===== src/ump_defines.svh =====
// Register indices, field positions, reset values and bit timing of the serial port
`ifndef UMP_DEFINES_SVH
`define UMP_DEFINES_SVH
// ----------------------------------------
// Register indices (byte address is four times the index)
// ----------------------------------------
`define UMP_IDX_DIVISOR 6'h09
`define UMP_IDX_CONTROL 6'h0a
`define UMP_IDX_STATUS_A 6'h0b
`define UMP_IDX_DATA 6'h0c
// ----------------------------------------
// Field positions
// ----------------------------------------
`define UMP_B_RXC 7
`define UMP_B_TXC 6
`define UMP_B_U2X 1
`define UMP_B_MULTIPROC_MODE_BIT 0
`define UMP_B_RX_COMPLETE_IRQ_ENABLE 7
`define UMP_B_CHAR9 2
`define UMP_B_TX9 0
// ----------------------------------------
// Reset values
// ----------------------------------------
`define UMP_RST_BYTE 8'h00
`define UMP_RST_DIV 8'h00
// ----------------------------------------
// Bit timing
// ----------------------------------------
`define UMP_OVS_NORM 5'h10
`define UMP_OVS_FAST 5'h08
`define UMP_NB8 4'h9
`define UMP_NB9 4'ha
`define UMP_IDLE_FRAME 11'h7ff
`endif


===== src/ump_pkg.sv =====
// Types shared by both ends of the serial link
package ump_pkg;
  typedef enum logic [1:0] {
    UMP_TX_IDLE = 2'b01,
    UMP_TX_SEND = 2'b10
  } ump_tx_state_t;
  typedef enum logic [2:0] {
    UMP_RX_IDLE = 3'b001,
    UMP_RX_HUNT = 3'b010,
    UMP_RX_RECV = 3'b100
  } ump_rx_state_t;
endpackage : ump_pkg


===== src/ump_link_if.sv =====
// Serial line pair between the station and the device
`timescale 1ns/1ns
interface ump_link_if;
  logic st_line;
  logic dev_line;
  modport dev (input st_line, output dev_line);
  modport st (input dev_line, output st_line);
endinterface : ump_link_if


===== src/ump_dev.sv =====
// Device end: serial port with multi-processor addressing and Wishbone registers
//
// Register access over Wishbone was decided locally.
`timescale 1ns/1ns
`include "ump_defines.svh"
module ump_dev (
  // Clock, reset, enable
  input wire logic clk_i,
  input wire logic rst_i,
  input wire logic ce_i,
  // Wishbone slave
  input wire logic wb_cyc_i,
  input wire logic wb_stb_i,
  input wire logic wb_we_i,
  input wire logic [7:0] wb_adr_i,
  input wire logic [3:0] wb_sel_i,
  input wire logic [31:0] wb_dat_i,
  output logic [31:0] wb_dat_o,
  output logic wb_ack_o,
  // Interrupt requests
  input wire logic txc_irq_ack_i,
  output logic rxc_irq_o,
  output logic txc_irq_o,
  // Serial link
  ump_link_if.dev link
);
  // ----------------------------------------
  // Registers
  // ----------------------------------------
  logic ack_r;
  logic [31:0] dat_r;
  logic [7:0] baud_divisor_r;
  logic rx_complete_irq_enable_r;
  logic char9_r;
  logic tx_ninth_r;
  logic rx_ninth_r;
  logic rx_complete_flag_r;
  logic tx_complete_flag_r;
  logic frame_error_flag_r;
  logic overrun_r;
  logic double_speed_bit_r;
  logic multiproc_mode_bit_r;
  logic [7:0] tdr_r;
  logic tdr_full_r;
  logic [7:0] rdr_r;
  // ----------------------------------------
  // Bus decode
  // ----------------------------------------
  function automatic logic ump_hit(input logic [5:0] idx, input logic [5:0] want);
    ump_hit = (idx == want);
  endfunction : ump_hit
  wire [5:0] idx = wb_adr_i[7:2];
  wire req = wb_cyc_i & wb_stb_i & ~ack_r & ce_i;
  wire wr = req & wb_we_i & wb_sel_i[0];
  wire rd = req & ~wb_we_i;
  wire wr_div = wr & ump_hit(idx, `UMP_IDX_DIVISOR);
  wire wr_ctl = wr & ump_hit(idx, `UMP_IDX_CONTROL);
  wire wr_sta = wr & ump_hit(idx, `UMP_IDX_STATUS_A);
  wire wr_dat = wr & ump_hit(idx, `UMP_IDX_DATA);
  wire rd_dat = rd & ump_hit(idx, `UMP_IDX_DATA);
  wire data_reg_empty_flag = ~tdr_full_r;
  wire [7:0] sta_val = {rx_complete_flag_r, tx_complete_flag_r, data_reg_empty_flag, frame_error_flag_r,
                        overrun_r, 1'b0, double_speed_bit_r, multiproc_mode_bit_r};
  wire [7:0] ctl_val = {rx_complete_irq_enable_r, 4'h0, char9_r, rx_ninth_r, tx_ninth_r};
  wire [7:0] rd_mux = ump_hit(idx, `UMP_IDX_DIVISOR) ? baud_divisor_r :
                      ump_hit(idx, `UMP_IDX_CONTROL) ? ctl_val :
                      ump_hit(idx, `UMP_IDX_STATUS_A) ? sta_val :
                      ump_hit(idx, `UMP_IDX_DATA) ? rdr_r : `UMP_RST_BYTE;
  assign wb_ack_o = ack_r;
  assign wb_dat_o = dat_r;
  assign rxc_irq_o = rx_complete_flag_r & rx_complete_irq_enable_r;
  assign txc_irq_o = tx_complete_flag_r;
  always_ff @(posedge clk_i) begin
    if (rst_i) begin
      ack_r <= 1'b0;
      dat_r <= '0;
    end else if (ce_i) begin
      ack_r <= wb_cyc_i & wb_stb_i & ~ack_r;
      if (rd) begin
        dat_r <= {24'h0, rd_mux};
      end
    end
  end
  // ----------------------------------------
  // Baud tick
  // ----------------------------------------
  logic [7:0] bcnt_r;
  wire tick = (bcnt_r == baud_divisor_r);
  wire [4:0] ovs = double_speed_bit_r ? `UMP_OVS_FAST : `UMP_OVS_NORM;
  wire [4:0] half = {1'b0, ovs[4:1]};
  wire [3:0] nb = char9_r ? `UMP_NB9 : `UMP_NB8;
  always_ff @(posedge clk_i) begin
    if (rst_i) begin
      bcnt_r <= '0;
    end else if (ce_i) begin
      bcnt_r <= tick ? 8'h00 : bcnt_r + 8'h01;
    end
  end
  // ----------------------------------------
  // Transmitter
  // ----------------------------------------
  ump_pkg::ump_tx_state_t tx_st_r;
  logic [10:0] tsh_r;
  logic [3:0] tcnt_r;
  logic [4:0] tsub_r;
  wire [9:0] tframe = char9_r ? {1'b1, tx_ninth_r, tdr_r} : {2'b11, tdr_r};
  wire tx_load = (tx_st_r == ump_pkg::UMP_TX_IDLE) & tdr_full_r;
  wire tbit_end = (tx_st_r == ump_pkg::UMP_TX_SEND) & tick & (tsub_r == ovs - 5'h01);
  wire tx_done = tbit_end & (tcnt_r == 4'h0) & ~tdr_full_r & ~wr_dat;
  assign link.dev_line = tsh_r[0];
  always_ff @(posedge clk_i) begin
    if (rst_i) begin
      tx_st_r <= ump_pkg::UMP_TX_IDLE;
      tsh_r <= `UMP_IDLE_FRAME;
      tcnt_r <= '0;
      tsub_r <= '0;
    end else if (ce_i) begin
      case (tx_st_r)
        ump_pkg::UMP_TX_IDLE: begin
          if (tx_load) begin
            tsh_r <= {tframe, 1'b0};
            tcnt_r <= nb;
            tsub_r <= '0;
            tx_st_r <= ump_pkg::UMP_TX_SEND;
          end
        end
        ump_pkg::UMP_TX_SEND: begin
          if (tbit_end) begin
            tsub_r <= '0;
            tsh_r <= {1'b1, tsh_r[10:1]};
            if (tcnt_r == 4'h0) begin
              tx_st_r <= ump_pkg::UMP_TX_IDLE;
            end else begin
              tcnt_r <= tcnt_r - 4'h1;
            end
          end else if (tick) begin
            tsub_r <= tsub_r + 5'h01;
          end
        end
        default: tx_st_r <= ump_pkg::UMP_TX_IDLE;
      endcase
    end
  end
  // ----------------------------------------
  // Receiver
  // ----------------------------------------
  ump_pkg::ump_rx_state_t rx_st_r;
  logic [9:0] rsh_r;
  logic [3:0] rcnt_r;
  logic [4:0] rsub_r;
  logic rx_done_r;
  logic rx_armed_r;
  wire rline = link.st_line;
  wire rbit_end = (rx_st_r == ump_pkg::UMP_RX_RECV) & tick & (rsub_r == ovs - 5'h01);
  wire mark = rsh_r[8];
  wire stop_bit = char9_r ? rsh_r[9] : rsh_r[8];
  wire accept = rx_done_r & (~multiproc_mode_bit_r | mark);
  wire rx_set = accept & (~rx_complete_flag_r | rd_dat);
  always_ff @(posedge clk_i) begin
    if (rst_i) begin
      rx_st_r <= ump_pkg::UMP_RX_IDLE;
      rsh_r <= '0;
      rcnt_r <= '0;
      rsub_r <= '0;
      rx_done_r <= 1'b0;
      rx_armed_r <= 1'b0;
    end else if (ce_i) begin
      rx_done_r <= 1'b0;
      case (rx_st_r)
        ump_pkg::UMP_RX_IDLE: begin
          // Start needs a high line first
          if (tick & ~rline & rx_armed_r) begin
            rsub_r <= 5'h01;
            rx_armed_r <= 1'b0;
            rx_st_r <= ump_pkg::UMP_RX_HUNT;
          end else if (tick & rline) begin
            rx_armed_r <= 1'b1;
          end
        end
        ump_pkg::UMP_RX_HUNT: begin
          if (tick) begin
            if (rsub_r == half - 5'h01) begin
              rsub_r <= '0;
              rcnt_r <= '0;
              rx_st_r <= rline ? ump_pkg::UMP_RX_IDLE : ump_pkg::UMP_RX_RECV;
            end else begin
              rsub_r <= rsub_r + 5'h01;
            end
          end
        end
        ump_pkg::UMP_RX_RECV: begin
          if (rbit_end) begin
            rsub_r <= '0;
            rsh_r[rcnt_r] <= rline;
            if (rcnt_r == nb - 4'h1) begin
              rx_done_r <= 1'b1;
              rx_st_r <= ump_pkg::UMP_RX_IDLE;
            end else begin
              rcnt_r <= rcnt_r + 4'h1;
            end
          end else if (tick) begin
            rsub_r <= rsub_r + 5'h01;
          end
        end
        default: rx_st_r <= ump_pkg::UMP_RX_IDLE;
      endcase
    end
  end
  // ----------------------------------------
  // Control and status
  // ----------------------------------------
  always_ff @(posedge clk_i) begin
    if (rst_i) begin
      baud_divisor_r <= `UMP_RST_DIV;
      rx_complete_irq_enable_r <= 1'b0;
      char9_r <= 1'b0;
      tx_ninth_r <= 1'b0;
      rx_ninth_r <= 1'b0;
      rx_complete_flag_r <= 1'b0;
      tx_complete_flag_r <= 1'b0;
      frame_error_flag_r <= 1'b0;
      overrun_r <= 1'b0;
      double_speed_bit_r <= 1'b0;
      multiproc_mode_bit_r <= 1'b0;
      tdr_r <= `UMP_RST_BYTE;
      tdr_full_r <= 1'b0;
      rdr_r <= `UMP_RST_BYTE;
    end else if (ce_i) begin
      if (wr_div) begin
        baud_divisor_r <= wb_dat_i[7:0];
      end
      if (wr_ctl) begin
        rx_complete_irq_enable_r <= wb_dat_i[`UMP_B_RX_COMPLETE_IRQ_ENABLE];
        char9_r <= wb_dat_i[`UMP_B_CHAR9];
        tx_ninth_r <= wb_dat_i[`UMP_B_TX9];
      end
      if (wr_sta) begin
        double_speed_bit_r <= wb_dat_i[`UMP_B_U2X];
        multiproc_mode_bit_r <= wb_dat_i[`UMP_B_MULTIPROC_MODE_BIT];
      end
      if (wr_dat) begin
        tdr_r <= wb_dat_i[7:0];
      end
      tdr_full_r <= wr_dat | (tdr_full_r & ~tx_load);
      tx_complete_flag_r <= tx_done | (tx_complete_flag_r & ~txc_irq_ack_i & ~(wr_sta & wb_dat_i[`UMP_B_TXC]));
      rx_complete_flag_r <= rx_set | (rx_complete_flag_r & ~rd_dat);
      overrun_r <= (accept & rx_complete_flag_r & ~rd_dat) | (overrun_r & ~rd_dat);
      if (rx_set) begin
        rdr_r <= rsh_r[7:0];
        rx_ninth_r <= mark;
        frame_error_flag_r <= ~stop_bit;
      end
    end
  end
endmodule : ump_dev


===== src/flat_wrapper.sv =====
// flat-port wrapper written by rule: the top's interface ports become plain ports
module ump_dev_flat 
  (clk_i, rst_i, ce_i, wb_cyc_i, wb_stb_i, wb_we_i, wb_adr_i, wb_sel_i, wb_dat_i, wb_dat_o, wb_ack_o, txc_irq_ack_i, rxc_irq_o, txc_irq_o, link_st_line, link_dev_line);
  ump_link_if link_i ();
  input wire logic clk_i;
  input wire logic rst_i;
  input wire logic ce_i;
  input wire logic wb_cyc_i;
  input wire logic wb_stb_i;
  input wire logic wb_we_i;
  input wire logic [7:0] wb_adr_i;
  input wire logic [3:0] wb_sel_i;
  input wire logic [31:0] wb_dat_i;
  output logic [31:0] wb_dat_o;
  output logic wb_ack_o;
  input wire logic txc_irq_ack_i;
  output logic rxc_irq_o;
  output logic txc_irq_o;
  input wire logic [$bits(link_i.st_line)-1:0] link_st_line;
  output wire logic [$bits(link_i.dev_line)-1:0] link_dev_line;
  assign link_i.st_line = link_st_line;
  assign link_dev_line = link_i.dev_line;
  ump_dev u_core (.clk_i(clk_i), .rst_i(rst_i), .ce_i(ce_i), .wb_cyc_i(wb_cyc_i), .wb_stb_i(wb_stb_i), .wb_we_i(wb_we_i), .wb_adr_i(wb_adr_i), .wb_sel_i(wb_sel_i), .wb_dat_i(wb_dat_i), .wb_dat_o(wb_dat_o), .wb_ack_o(wb_ack_o), .txc_irq_ack_i(txc_irq_ack_i), .rxc_irq_o(rxc_irq_o), .txc_irq_o(txc_irq_o), .link(link_i));
endmodule

===== config.mk =====
export PLATFORM = sky130hd
export DESIGN_NAME = ump_dev_flat
export DESIGN_NICKNAME = d
export VERILOG_FILES = /design/src/ump_pkg.sv /design/src/ump_link_if.sv /design/src/ump_dev.sv /design/src/flat_wrapper.sv
export VERILOG_INCLUDE_DIRS = /design/src
export SDC_FILE = /design/constraint.sdc
export NUM_CORES = 1
export LEC_CHECK = 0
export BUFFER_PORTS_ARGS = -buffer_cell sky130_fd_sc_hd__buf_2
export CORE_MARGIN = 2
export CORE_UTILIZATION = 45
export DETAILED_ROUTE_END_ITERATION = 10
export PLACE_DENSITY = 0.77
export SLEW_MARGIN = 20
export SYNTH_ARGS = -nofsm -noshare
export SYNTH_HDL_FRONTEND = slang
export SYNTH_SLANG_ARGS = --single-unit

===== constraint.sdc =====
create_clock -name clk_i -period 3 [get_ports clk_i]
set_input_delay 0.9 -clock clk_i [delete_from_list [all_inputs] [get_ports clk_i]]
set_output_delay 0.9 -clock clk_i [all_outputs]
set_load 0.05 [all_outputs]

### After elaboration in Yosys (flattened, before gate mapping)

Cells that the tools add are included.

* bits in registers: 98
* latch bits: 0
* bits in writable memories: 0
* memory bits (read-only): 0
* input port bits: 52
* output and inout port bits: 36
* word-level logic and storage cells: 185
* memories kept: 0

* add/sub/neg operators: 8
* multiply operators: 0
* div/mod/pow operators: 0
* order comparisons: 2
* equality and inequality tests: 26
* shift-type cells: 0
* muxes and demuxes: 50
* bitwise logic cells: 51
* reductions and logical operators: 21

Operators with widths (number)
* $mux 5: 9
* $mux 8: 5
* $and 1x1->1: 33
* $mux 4: 7
* $eq 6x4->1 const B: 4
* $mux 11: 2
* $pmux 11 s2: 1
* $mux 3: 6
* $pmux 4 s2: 2
* $eq 5x5->1: 3
* $pmux 5 s3: 1
* $ne 2x1->1 const B: 6
* $not 1->1: 12
* $reduce_and 2->1: 6
* $reduce_and 4->1: 3
* $reduce_and 6->1: 2
* $add 5x1->5 const B: 2
* $bwmux 10: 1
* $pmux 5 s2: 1
* $reduce_and 5->1: 2
* $mux 9: 1
* $pmux 3 s3: 1
* $add 8x1->8 const B: 1
* $eq 8x8->1: 1
* 24 further kinds: 46

### Depth between registers and ports, before layout

Gate-level depths: netlist of run 1.

* depth in word-level cells: 10
* mapped depth: 10
* gate-level depth less buffers: 8

### Worst setup path before layout of run 1

No wires, ideal clock.

* kind: input to register
* start: in wb_adr_i[7]
* end: reg u_core.baud_divisor_r[5]
* setup time: 0.128 ns
* data arrival time: 2.544 ns
* required time: 2.872 ns
* path slack: 0.328 ns
* cell stages on the path: 7
* path buffers: 1
* cell sequence: or3b_1 > clkbuf_1 > nor4b_4 > inv_1 > nor2_2 > mux2i_1 > nor2_1

* longest elaborated chain between the ends: 3

Ends and longest elaborated chain
* start, declared: line flat_wrapper.sv:11 `input wire logic [7:0] wb_adr_i;`
* $eq 6x4->1: line ump_dev.sv:50 `ump_hit = (idx == want);`
* $and 1x1->1: line ump_dev.sv:56 `` wire wr_div = wr & ump_hit(idx, `UMP_IDX_DIVISOR); ``
* $reduce_and 2->1 (no source line)
* end signal, assigned: line ump_dev.sv:214 `` baud_divisor_r <= `UMP_RST_DIV; ``
* end signal, assigned: line ump_dev.sv:230 `baud_divisor_r <= wb_dat_i[7:0];`
* end, declared: line ump_dev.sv:32 `logic [7:0] baud_divisor_r;`

Every way passes these cells.
A chain may end at the register's enable or synchronous reset.

### Worst setup path in the final report of run 1

* start: in wb_adr_i[7]
* end: reg u_core.rx_complete_irq_enable_r

* longest elaborated chain between the ends: 3

Ends and longest elaborated chain
* $eq 6x4->1: line ump_dev.sv:50
* $and 1x1->1: line ump_dev.sv:57 `` wire wr_ctl = wr & ump_hit(idx, `UMP_IDX_CONTROL); ``
* $reduce_and 2->1 (no source line)
* end signal, assigned: line ump_dev.sv:233 `` rx_complete_irq_enable_r <= wb_dat_i[`UMP_B_RX_COMPLETE_IRQ_ENABLE]; ``
* end, declared: line ump_dev.sv:33 `logic rx_complete_irq_enable_r;`

Every way passes these cells.

==> results of run 1 <==
power by group:
group	switching (mW)	internal (mW)
Combinational	0.215	0.0811
Sequential	0.0236	1.31
Clock	0.503	0.403
Total	0.741	1.80
cells in the mapped netlist, types with 3 or more instances:
library cell	count	area share
clkbuf_1	24	0.018
nor2_1	90	0.069
a211oi_1	19	0.029
a221oi_1	3	0.0054
a21o_1	5	0.0076
nor4_1	3	0.0038
nor3_1	20	0.020
inv_1	13	0.0099
and3_1	7	0.0089
nand2_1	22	0.017
xor2_1	9	0.016
buf_1	3	0.0023
mux2i_1	48	0.098
and4_1	3	0.0054
nor3b_1	3	0.0046
dfxtp_1	97	0.40
o211ai_1	5	0.0076
o21ai_0	12	0.012
xnor2_1	13	0.023
nand4_1	7	0.0089
a31oi_1	3	0.0038
a211o_1	3	0.0054
nor2b_1	16	0.020
buf_2	3	0.0031
nand3_1	22	0.022
buf_4	24	0.037
o31ai_1	4	0.0061
a22oi_1	5	0.0076
a21oi_1	34	0.035
ha_1	10	0.025
nand2b_1	3	0.0038
registers in the layout (all words and copies together), names as in the netlist, 2 cells and up:
register and flops:
u_core.tsub_r 5, u_core.tx_st_r 2, u_core.rcnt_r 4, u_core.rsub_r 5, u_core.tdr_r 8, u_core.rx_st_r 3
u_core.wb_dat_o 8, u_core.baud_divisor_r 8, u_core.tsh_r 10, u_core.rdr_r 8, u_core.bcnt_r 8, u_core.tcnt_r 4
u_core.rsh_r 10
logic make-up (layout without fill, tap and decap cells):
| group | count (synthesis) | after routing | synth area share |
|---|---|---|---|
| flip-flops | 97 | 97 | 0.3954 |
| AND/OR/NAND/NOR | 219 | 219 | 0.2275 |
| XOR/XNOR | 22 | 22 | 0.03924 |
| adder cells (fa/ha/maj) | 10 | 10 | 0.02548 |
| AO/OA/AOI/OAI | 104 | 104 | 0.1389 |
| multiplexers | 48 | 48 | 0.09783 |
| other | 1 | 24 | 0.0007636 |
| buffers and inverters | 69 | 77 | 0.07490 |
worst max-delay path, delay by kind of cell:
kind | cells | cell delay [ns]
buffers and inverters | 1 | 0.09
multiplexers | 1 | 0.24
AND/OR/NAND/NOR | 4 | 1.45
worst paths after layout:
path / start / end / slack (ns)
hold / removal: u_core.tsub_r[1] / u_core.tsub_r[1] / 0.49
hold reg to reg: u_core.tsub_r[1] / u_core.tsub_r[1] / 0.49
setup / recovery: wb_adr_i[7] / u_core.rx_complete_irq_enable_r / 0.57
setup reg to reg: u_core.rx_st_r[2] / u_core.rsh_r[3] / 0.60
final cells by class:
class	count	area [µm²]	share of cell area
tap	140	175.2	0.03283
clock inverter	7	83.83	0.01571
sequential	97	1942	0.3639
multi-input combinational	427	2688	0.5036
inverter	13	48.80	0.009144
clock buffer	9	123.9	0.02321
timing repair buffer	48	275.3	0.05158
placed cells by master (no fill, tap or decap), types with 3 or more instances in the layout:
master / n
dfxtp_1: 97
nor2_1: 90
mux2i_1: 48
a21oi_1: 34
buf_2: 34
conb_1: 24
nand2_1: 22
nand3_1: 22
nor3_1: 20
a211oi_1: 19
nor2b_1: 16
buf_4: 14
inv_1: 13
xnor2_1: 13
o21ai_0: 12
ha_1: 10
xor2_1: 9
clkbuf_8: 9
nand4_1: 7
and3_1: 7
a22oi_1: 5
o211ai_1: 5
a21o_1: 5
o31ai_1: 4
nor3b_1: 3
a221oi_1: 3
a211o_1: 3
a31oi_1: 3
and4_1: 3
nand2b_1: 3
nor4_1: 3
metal layers:
layer | wire length (µm) | vias to the layer above | share of wire
li1 | - | 2012 | -
met1 | 4949 | 1929 | 0.45
met2 | 5191 | 122 | 0.48
met3 | 597 | 17 | 0.055
met4 | 184 | 0 | 0.017
met5 | 0 | - | 0
per-stage QoR:
stage,worst slack [ns],util
6_report,0.5680,0.4966
5_1_grt,0.4071,0.4966
4_1_cts,0.5647,0.4966
3_5_place_dp,0.1942,0.4773
3_3_place_gp,0.2084,0.4773
2_1_floorplan,0.3280,-
==> out/results.ini, run 1 <==
[clock_network]
cts.sinks=97
htree_levels=3
post_cts_buffers=0
clockBufferDepth=2
cts_buffers=9
clock_latency_ns=0.38
cts_tree=done
clkSlewWorstSetupHoldPaths_ns=0.11
root_buffer=clkbuf_8
cts_hold_buf=0
cts_resized=0

[synth]
synth_edf_count=0
seq_area_frac_synth=0.3954
ys_seq_elements=97
synth_area_um2=4911
yosysWarnings=0
synth.distinct_cells=62
async_flop_share=0
syn_inst=570
ys.flop_type=dfxtp_1
syn_avg_cell_area_um2=8.616

[pwr]
peakVddDrop_uv=241.8
pwr_density_cell_nw_per_um2=476.1
leakage_nw=2.121
finalPower_mw=2.540

[critical_path]
crit_arrival_ns=2.69
critPathKind=primary input to flip-flop
cp_max_fo=7
cpPeakStageDelay_ns=0.58
rr_worst_depth=7
crit_path_end_kind=flip-flop
crit_required_ns=3.25
crit_path_cell_trace=buf_2 -> or3b_1 -> or3b_2 -> nor3_2 -> mux2i_1 -> nor2_1
slowest_stage=or3b_2
cp-start-kind=primary input

[final_layout]
layout.nets=658
drive_gt1_frac=0.1248
num_antenna_cells=0
instances_no_fill=741
fillers=1022
areaGrowthSynthToFinish_pct=8.662
final_area_um2=5336

[die]
num_io_pins=88
floorplan.initialDensity=0.4570
die_x_um=108.5
coreArea_um2=10750
rows=38
die_h_um=108.5
dieArea_um2=11760

[sta]
hold_viol_final=0
slew_viol_final=0
tightest_slew_ns=0.8068
fin_crit_ns=2.432
period_share=0.8107
finalSetupViolations=0
rsz0062_at_grt=no
tns_ns=0
skew_ns=0.01502
relSlewSlack=0.4572
hold_ws_ns=0.4853
fmaxAchievable_mhz=411.2

[detailed_routing]
drt_wl_total_um=10920
drc=0
initialDrtViolationCount=219
antenna_left=0
via_count=4080
vias_per_cell=5.506
wire_per_inst_um=14.74
drt_pass1_iterations=5

[hold_path]
holdCritPathClass=flip-flop to flip-flop
min_path_cells=2

[global_route]
grt_use_met1=0.2477
antenna_found_initial=0
grt_overflow=0
grtUsageTotal=0.1933
grt_pass1_vias=3789
grt.met2_usage=0.3281
gr-usage-met3=0.03074
gr-max-usage-layer=met2
grt_max_degree=41
grt_first_pass_wirelength_um=18010

[place]
dp_hpwl_um=7862
gp_congestion=0.8281
placed_cell_area_um2=5129
portBuffers=34
dpl.cell_count=725

[flow_run]
drv_cap=0

[outcome]
outcome=completed

(Power assumes the default switching activity.)
==> run 2: changes to the inputs <==
==> constraint.sdc (replaced) <==
create_clock -name clk_i -period 2.4 [get_ports clk_i]
set_input_delay 0.72 -clock clk_i [delete_from_list [all_inputs] [get_ports clk_i]]
set_output_delay 0.72 -clock clk_i [all_outputs]
set_load 0.05 [all_outputs]
==> run 2 against run 1 <==
Clock-buffer cell count grew 1. Clock skew shrank 0.0048 ns. Register-to-register slack lost 0.44 ns. Clock power grew 17%. Die area is the same. Sequential power grew 25%. Cell area grew 1.7%. Final cell count grew 1.2%. First-iteration DRC count shrank 0.91%. Wire length grew 2.4%. Sequential share of layout area shrank 0.61 points. Worst hold slack lost 0.0065 ns. Critical path type is now flip-flop to flip-flop.
==> out/results.ini, run 2 (synthesis results as in run 1) <==
[outcome]
outcome=completed

[clock_network]
cts_hold_buf=0  ; unchanged
cts_tree=done
clock_latency_ns=0.37  ; about the same
cts_resized=0  ; unchanged
htree_levels=3  ; unchanged
cts_buffers=9  ; unchanged
root_buffer=clkbuf_8
clkSlewWorstSetupHoldPaths_ns=0.10  ; about the same
cts.sinks=97  ; unchanged
post_cts_buffers=0  ; unchanged
clockBufferDepth=2  ; unchanged

[die]
dieArea_um2=11760  ; unchanged
coreArea_um2=10750  ; unchanged
die_x_um=108.5  ; unchanged
rows=38  ; unchanged
die_h_um=108.5  ; unchanged
floorplan.initialDensity=0.4570  ; unchanged
num_io_pins=88  ; unchanged

[sta]
finalSetupViolations=0  ; unchanged
slew_viol_final=0  ; unchanged
hold_viol_final=0  ; unchanged
period_share=0.9335
fin_crit_ns=2.240
skew_ns=0.01021  ; -0.004810 ns
tns_ns=0  ; unchanged
relSlewSlack=0.6375  ; +0.1803
tightest_slew_ns=0.5438  ; -0.2630 ns
fmaxAchievable_mhz=446.3
rsz0062_at_grt=no
hold_ws_ns=0.4788  ; -0.006490 ns

[final_layout]
layout_commonest_cell=dfxtp_1
areaGrowthSynthToFinish_pct=10.52
largestRegisters=u_core.rsh_r (10), u_core.tsh_r (10)
drive_gt1_frac=0.1393  ; +0.01455
layout.nets=667  ; +1.4%
fillers=1000  ; -2.2%
final_cell_mix=dfxtp_1 (97), nor2_1 (89), mux2i_1 (48)
final_util=0.5051  ; +0.008500
num_antenna_cells=0  ; unchanged

[global_route]
grt_pass1_vias=3858  ; +1.8%
grtUsageTotal=0.1981  ; +0.004814
grt_max_degree=69  ; +68%
grt_first_pass_wirelength_um=18530  ; +2.9%
antenna_found_initial=0  ; unchanged
grt_overflow=0  ; unchanged

[hold_path]
holdCritPathClass=flip-flop to flip-flop
hold_end=u_core.tsub_r[1]
min_path_cells=2  ; unchanged
hold_start=u_core.tsub_r[1]

[detailed_routing]
vias_per_cell=5.525  ; +0.35%
antenna_left=0  ; unchanged
drc=0  ; unchanged
initialDrtViolationCount=217  ; -0.91%
drt_wl_total_um=11180  ; +2.4%
wire_per_inst_um=14.91  ; +1.1%
via_count=4144  ; +1.6%
drt_pass1_iterations=7  ; +2

[place]
portBuffers=34  ; unchanged
dp_hpwl_um=8146  ; +3.6%
gp_congestion=0.8924  ; +7.8%

[pwr]
pwr_density_cell_nw_per_um2=574.1  ; +21%
swShare=0.2996  ; +0.007827
p_clk_frac=0.341  ; -0.016
cell_internal_pwr_mw=2.183  ; +21%
leakage_nw=2.164  ; +2.0%
power_frac_seq=0.537  ; +0.010
combPwrFrac=0.122  ; +0.005
p_sw_mw=0.9337  ; +26%
peakVddDrop_uv=397.9  ; +65%

[critical_path]
crit_arrival_ns=2.51  ; -0.18 ns
crit_path_cell_trace=or3b_4 -> or4_4 -> nor4_4 -> buf_4 -> nand3_1 -> mux2i_1 -> nor2_1
cpPeakStageDelay_ns=0.57  ; about the same
cp-start-kind=flip-flop
rr_worst_depth=7  ; unchanged
cp_max_fo=12  ; +5
worst-path-buf-inv=1  ; unchanged
slowest_stage=or4_4
r2r_setup_slack_ns=0.16  ; -0.44 ns
reg2reg_from=u_core.rx_st_r[0]
crit_path_end_kind=flip-flop
critPathKind=flip-flop to flip-flop
crit_required_ns=2.67  ; -0.58 ns
crit_family=simple AND/OR/NAND/NOR gates
reg2reg_to=u_core.rsh_r[4]

[flow_run]
drv_cap=0  ; unchanged

==> run 2: through the flow <==
| step | setup WS [ns] | instances | total power [mW] | area, µm² |
|---|---|---|---|---|
| 3_5_place_dp | -0.09444 | 734 | 2.087 | 5230 |
| 5_1_grt | 0.02187 | 750 | 3.221 | 5428 |
| 6_report | 0.1596 | 750 | 3.116 | 5428 |
| 4_1_cts | 0.1756 | 750 | 3.115 | 5428 |
| 3_3_place_gp | -0.01695 | 734 | 2.073 | 5230 |
| 2_1_floorplan | 0.01846 | 593 | 2.026 | 5039 |
==> run 2: worst reg2reg max path, stage by stage, from the launching register on <==
cell	delay, ns
dfxtp_1	0.40
or3b_4	0.47
or4_4	0.57
nor4_4	0.14
buf_4	0.22
nand3_1	0.12
mux2i_1	0.17
nor2_1	0.05
==> run 2: how the worst max path moves through the flow <==
stage                           start                              end  slack [ns]  cells past startpoint
floorplan                 wb_adr_i[7]         u_core.baud_divisor_r[5]        0.02                      7
global placement          wb_adr_i[7]  u_core.rx_complete_irq_enable_r       -0.02                      6
detailed placement        wb_adr_i[7]                u_core.tx_ninth_r       -0.09                      6
CTS                 u_core.rx_st_r[1]                 u_core.rsub_r[3]        0.18                      6
global route        u_core.rx_st_r[1]                 u_core.rsub_r[3]        0.02                      6
finish              u_core.rx_st_r[0]                  u_core.rsh_r[4]        0.16                      7
==> run 2: per-layer routing <==
layer / routed length [µm] / track usage / up-vias
li1: - / - / 2025
met1: 5028 / 0.2561 / 1956
met2: 5302 / 0.3241 / 141
met3: 558 / 0.03496 / 22
met4: 290 / 0.08516 / 0
met5: 0 / 0 / -
==> run 2: power by group through the flow <==
stage	combinational (mW)	sequential (mW)	clock, mW
CTS	0.378	1.67	1.06
floorplan	0.303	1.72	0
global placement	0.366	1.71	0
detailed placement	0.377	1.71	0
global route	0.414	1.68	1.13
finish	0.381	1.67	1.06
==> run 2: layout make-up <==
cell class / count / area [µm²] / share of cell area
Timing Repair Buffer: 57 / 355.3 / 0.06547
Sequential cell: 97 / 1942 / 0.3578
Tap cell: 140 / 175.2 / 0.03227
Clock buffer: 10 / 137.6 / 0.02536
Multi-Input combinational cell: 427 / 2709 / 0.4991
Clock inverter: 6 / 60.06 / 0.01106
Inverter: 13 / 48.80 / 0.008990
==> run 3: changes to the inputs <==
--- a/config.mk
+++ b/config.mk
@@ -11,6 +11,7 @@
 export CORE_UTILIZATION = 45
 export DETAILED_ROUTE_END_ITERATION = 10
 export PLACE_DENSITY = 0.77
+export SETUP_SLACK_MARGIN = 0.4
 export SLEW_MARGIN = 20
 export SYNTH_ARGS = -nofsm -noshare
 export SYNTH_HDL_FRONTEND = slang
==> run 3 against run 2 <==
Global-route usage increased by 0.37 points. Via count increased by 2.7%. Clock power about the same. Worst setup slack improved by 0.15 ns. Critical path type unchanged. Largest cell class unchanged. Highest routed layer unchanged.
==> out/results.ini, run 3 (synthesis results as in run 1) <==
[global_route]
grt_overflow=0  ; unchanged
grt_first_pass_wirelength_um=18880  ; +1.9%
antenna_found_initial=0  ; unchanged
grt_pass1_vias=3903  ; +1.2%
grtUsageTotal=0.2018  ; +0.003695
grt_max_degree=45  ; -35%

[die]
rows=38  ; unchanged
floorplan.initialDensity=0.4570  ; unchanged
die_h_um=108.5  ; unchanged
coreArea_um2=10750  ; unchanged
die_x_um=108.5  ; unchanged
dieArea_um2=11760  ; unchanged
num_io_pins=88  ; unchanged

[place]
portBuffers=34  ; unchanged
dp_hpwl_um=8366  ; +2.7%
post-place-ws_ns=-0.003020  ; +0.09142 ns
dpl.cell_count=740  ; +0.82%
gp_congestion=0.8785  ; -1.6%
placed_cell_area_um2=5305  ; +1.4%

[critical_path]
slowest_stage=or4_4
cpPeakStageDelay_ns=0.56  ; about the same
critPathKind=flip-flop to flip-flop
cp_max_fo=11  ; -1
crit_path_end_kind=flip-flop
crit_arrival_ns=2.35  ; -0.16 ns
cp-start-kind=flip-flop
crit_path_cell_trace=or3b_4 -> or4_4 -> nor4_4 -> buf_6 -> nand3_1 -> mux2i_1 -> nor2_1
crit_required_ns=2.66  ; about the same

[clock_network]
cts_tree=done
root_buffer=clkbuf_8
clockBufferDepth=2  ; unchanged
cts.sinks=97  ; unchanged
cts_buffers=9  ; unchanged
clkSlewWorstSetupHoldPaths_ns=0.11  ; about the same
clock_latency_ns=0.37  ; about the same
htree_levels=3  ; unchanged

[detailed_routing]
via_count=4256  ; +2.7%
antenna_left=0  ; unchanged
vias_per_cell=5.563  ; +0.69%
initialDrtViolationCount=268  ; +24%
met3_length_um=605  ; +8.4%
drc=0  ; unchanged
wl_met1_um=5230  ; +4.0%
drt_wl_total_um=11670  ; +4.3%
top_layer=met4
wire_per_inst_um=15.25  ; +2.3%
met2_length_um=5607  ; +5.8%
drt_pass1_iterations=5  ; -2

[outcome]
outcome=completed

[sta]
fmaxAchievable_mhz=477.3  ; +6.9%
period_share=0.8730  ; -0.06049
finalSetupViolations=0  ; unchanged
slew_viol_final=0  ; unchanged
skew_ns=0.01800  ; +0.007791 ns
tightest_slew_ns=0.5188  ; -0.02499 ns
relSlewSlack=0.6534  ; +0.01591
tns_ns=0  ; unchanged
hold_viol_final=0  ; unchanged
fin_crit_ns=2.095  ; -0.1452 ns
hold_ws_ns=0.4885  ; +0.009706 ns
setup_slack_ns=0.3048  ; +0.1452 ns
rsz0062_at_grt=yes

[final_layout]
layout.nets=682  ; +2.2%
drive_gt1_frac=0.1968  ; +0.05746
instances_no_fill=765  ; +2.0%
largestRegisters=u_core.rsh_r (10), u_core.tsh_r (10)
layout_commonest_cell=dfxtp_1
final_area_um2=5663  ; +4.3%
final_cell_mix=dfxtp_1 (94), nor2_1 (85), mux2i_1 (48)
areaGrowthSynthToFinish_pct=15.31
num_antenna_cells=0  ; unchanged
final_util=0.5270  ; +0.02189

[flow_run]
drv_cap=0  ; unchanged

[pwr]
finalPower_mw=3.139  ; +0.72%
peakVddDrop_uv=340.6  ; -14%
pwr_density_cell_nw_per_um2=554.3  ; -3.5%
leakage_nw=2.258  ; +4.3%

[hold_path]
holdCritPathClass=flip-flop to flip-flop

-- run 3: cell count changes in the layout (fill, tap and decap cells not counted), sizes merged --
cell | before | now
inv | 16 | 17
clkinvlp | 2 | 0
clkinv | 1 | 3
buf | 57 | 71
-- run 3: final cells by class --
class,count,area [µm²]
Clock inverter,7,75.07
Tap cell,140,175.2
Clock buffer,9,123.9
Multi-Input combinational cell,427,2819
Timing Repair Buffer,72,475.5
Inverter,13,48.80
Fill cell,983,5082
Sequential cell,97,1946
-- run 3: per-layer routing --
layer  vias up  GRT usage
met3        19    0.04521
met4         0    0.06868
met1      2043     0.2580
met2       137     0.3353
met5         -          0
li1       2057          -
-- run 3: worst paths after layout --
| check | from | to | slack, ns | cells past startpoint |
|---|---|---|---|---|
| worst max-delay path | u_core.rx_st_r[0] | u_core.rsh_r[0] | 0.30 | 7 |
| worst min-delay path | u_core.tsub_r[1] | u_core.tsub_r[1] | 0.49 | 2 |
| worst max register to register | u_core.rx_st_r[0] | u_core.rsh_r[0] | 0.30 | 7 |
| worst min register to register | u_core.tsub_r[1] | u_core.tsub_r[1] | 0.49 | 2 |
-- run 3: power breakdown --
| part | switching (mW) | leakage [nW] | internal (mW) |
|---|---|---|---|
| combinational | 0.286 | 1.37 | 0.126 |
| sequential | 0.0242 | 0.784 | 1.64 |
| clock | 0.647 | 0.102 | 0.411 |
| total | 0.957 | 2.26 | 2.18 |
-- run 3: critical path, delay by kind of cell, from the launching register on --
kind / cells / cell delay [ns]
multiplexers: 1 / 0.17
AND/OR/NAND/NOR: 5 / 1.29
flip-flops: 1 / 0.34
buffers and inverters: 1 / 0.20
-- run 3: timing repair --
action / CTS / global route
endpoints found under the setup margin: 18 / 50
hold buffers: 0 / 0
pin swaps: 3 / 10
buffers inserted: 7 / 0
cloned: 0 / 2
resized for setup: 5 / 22
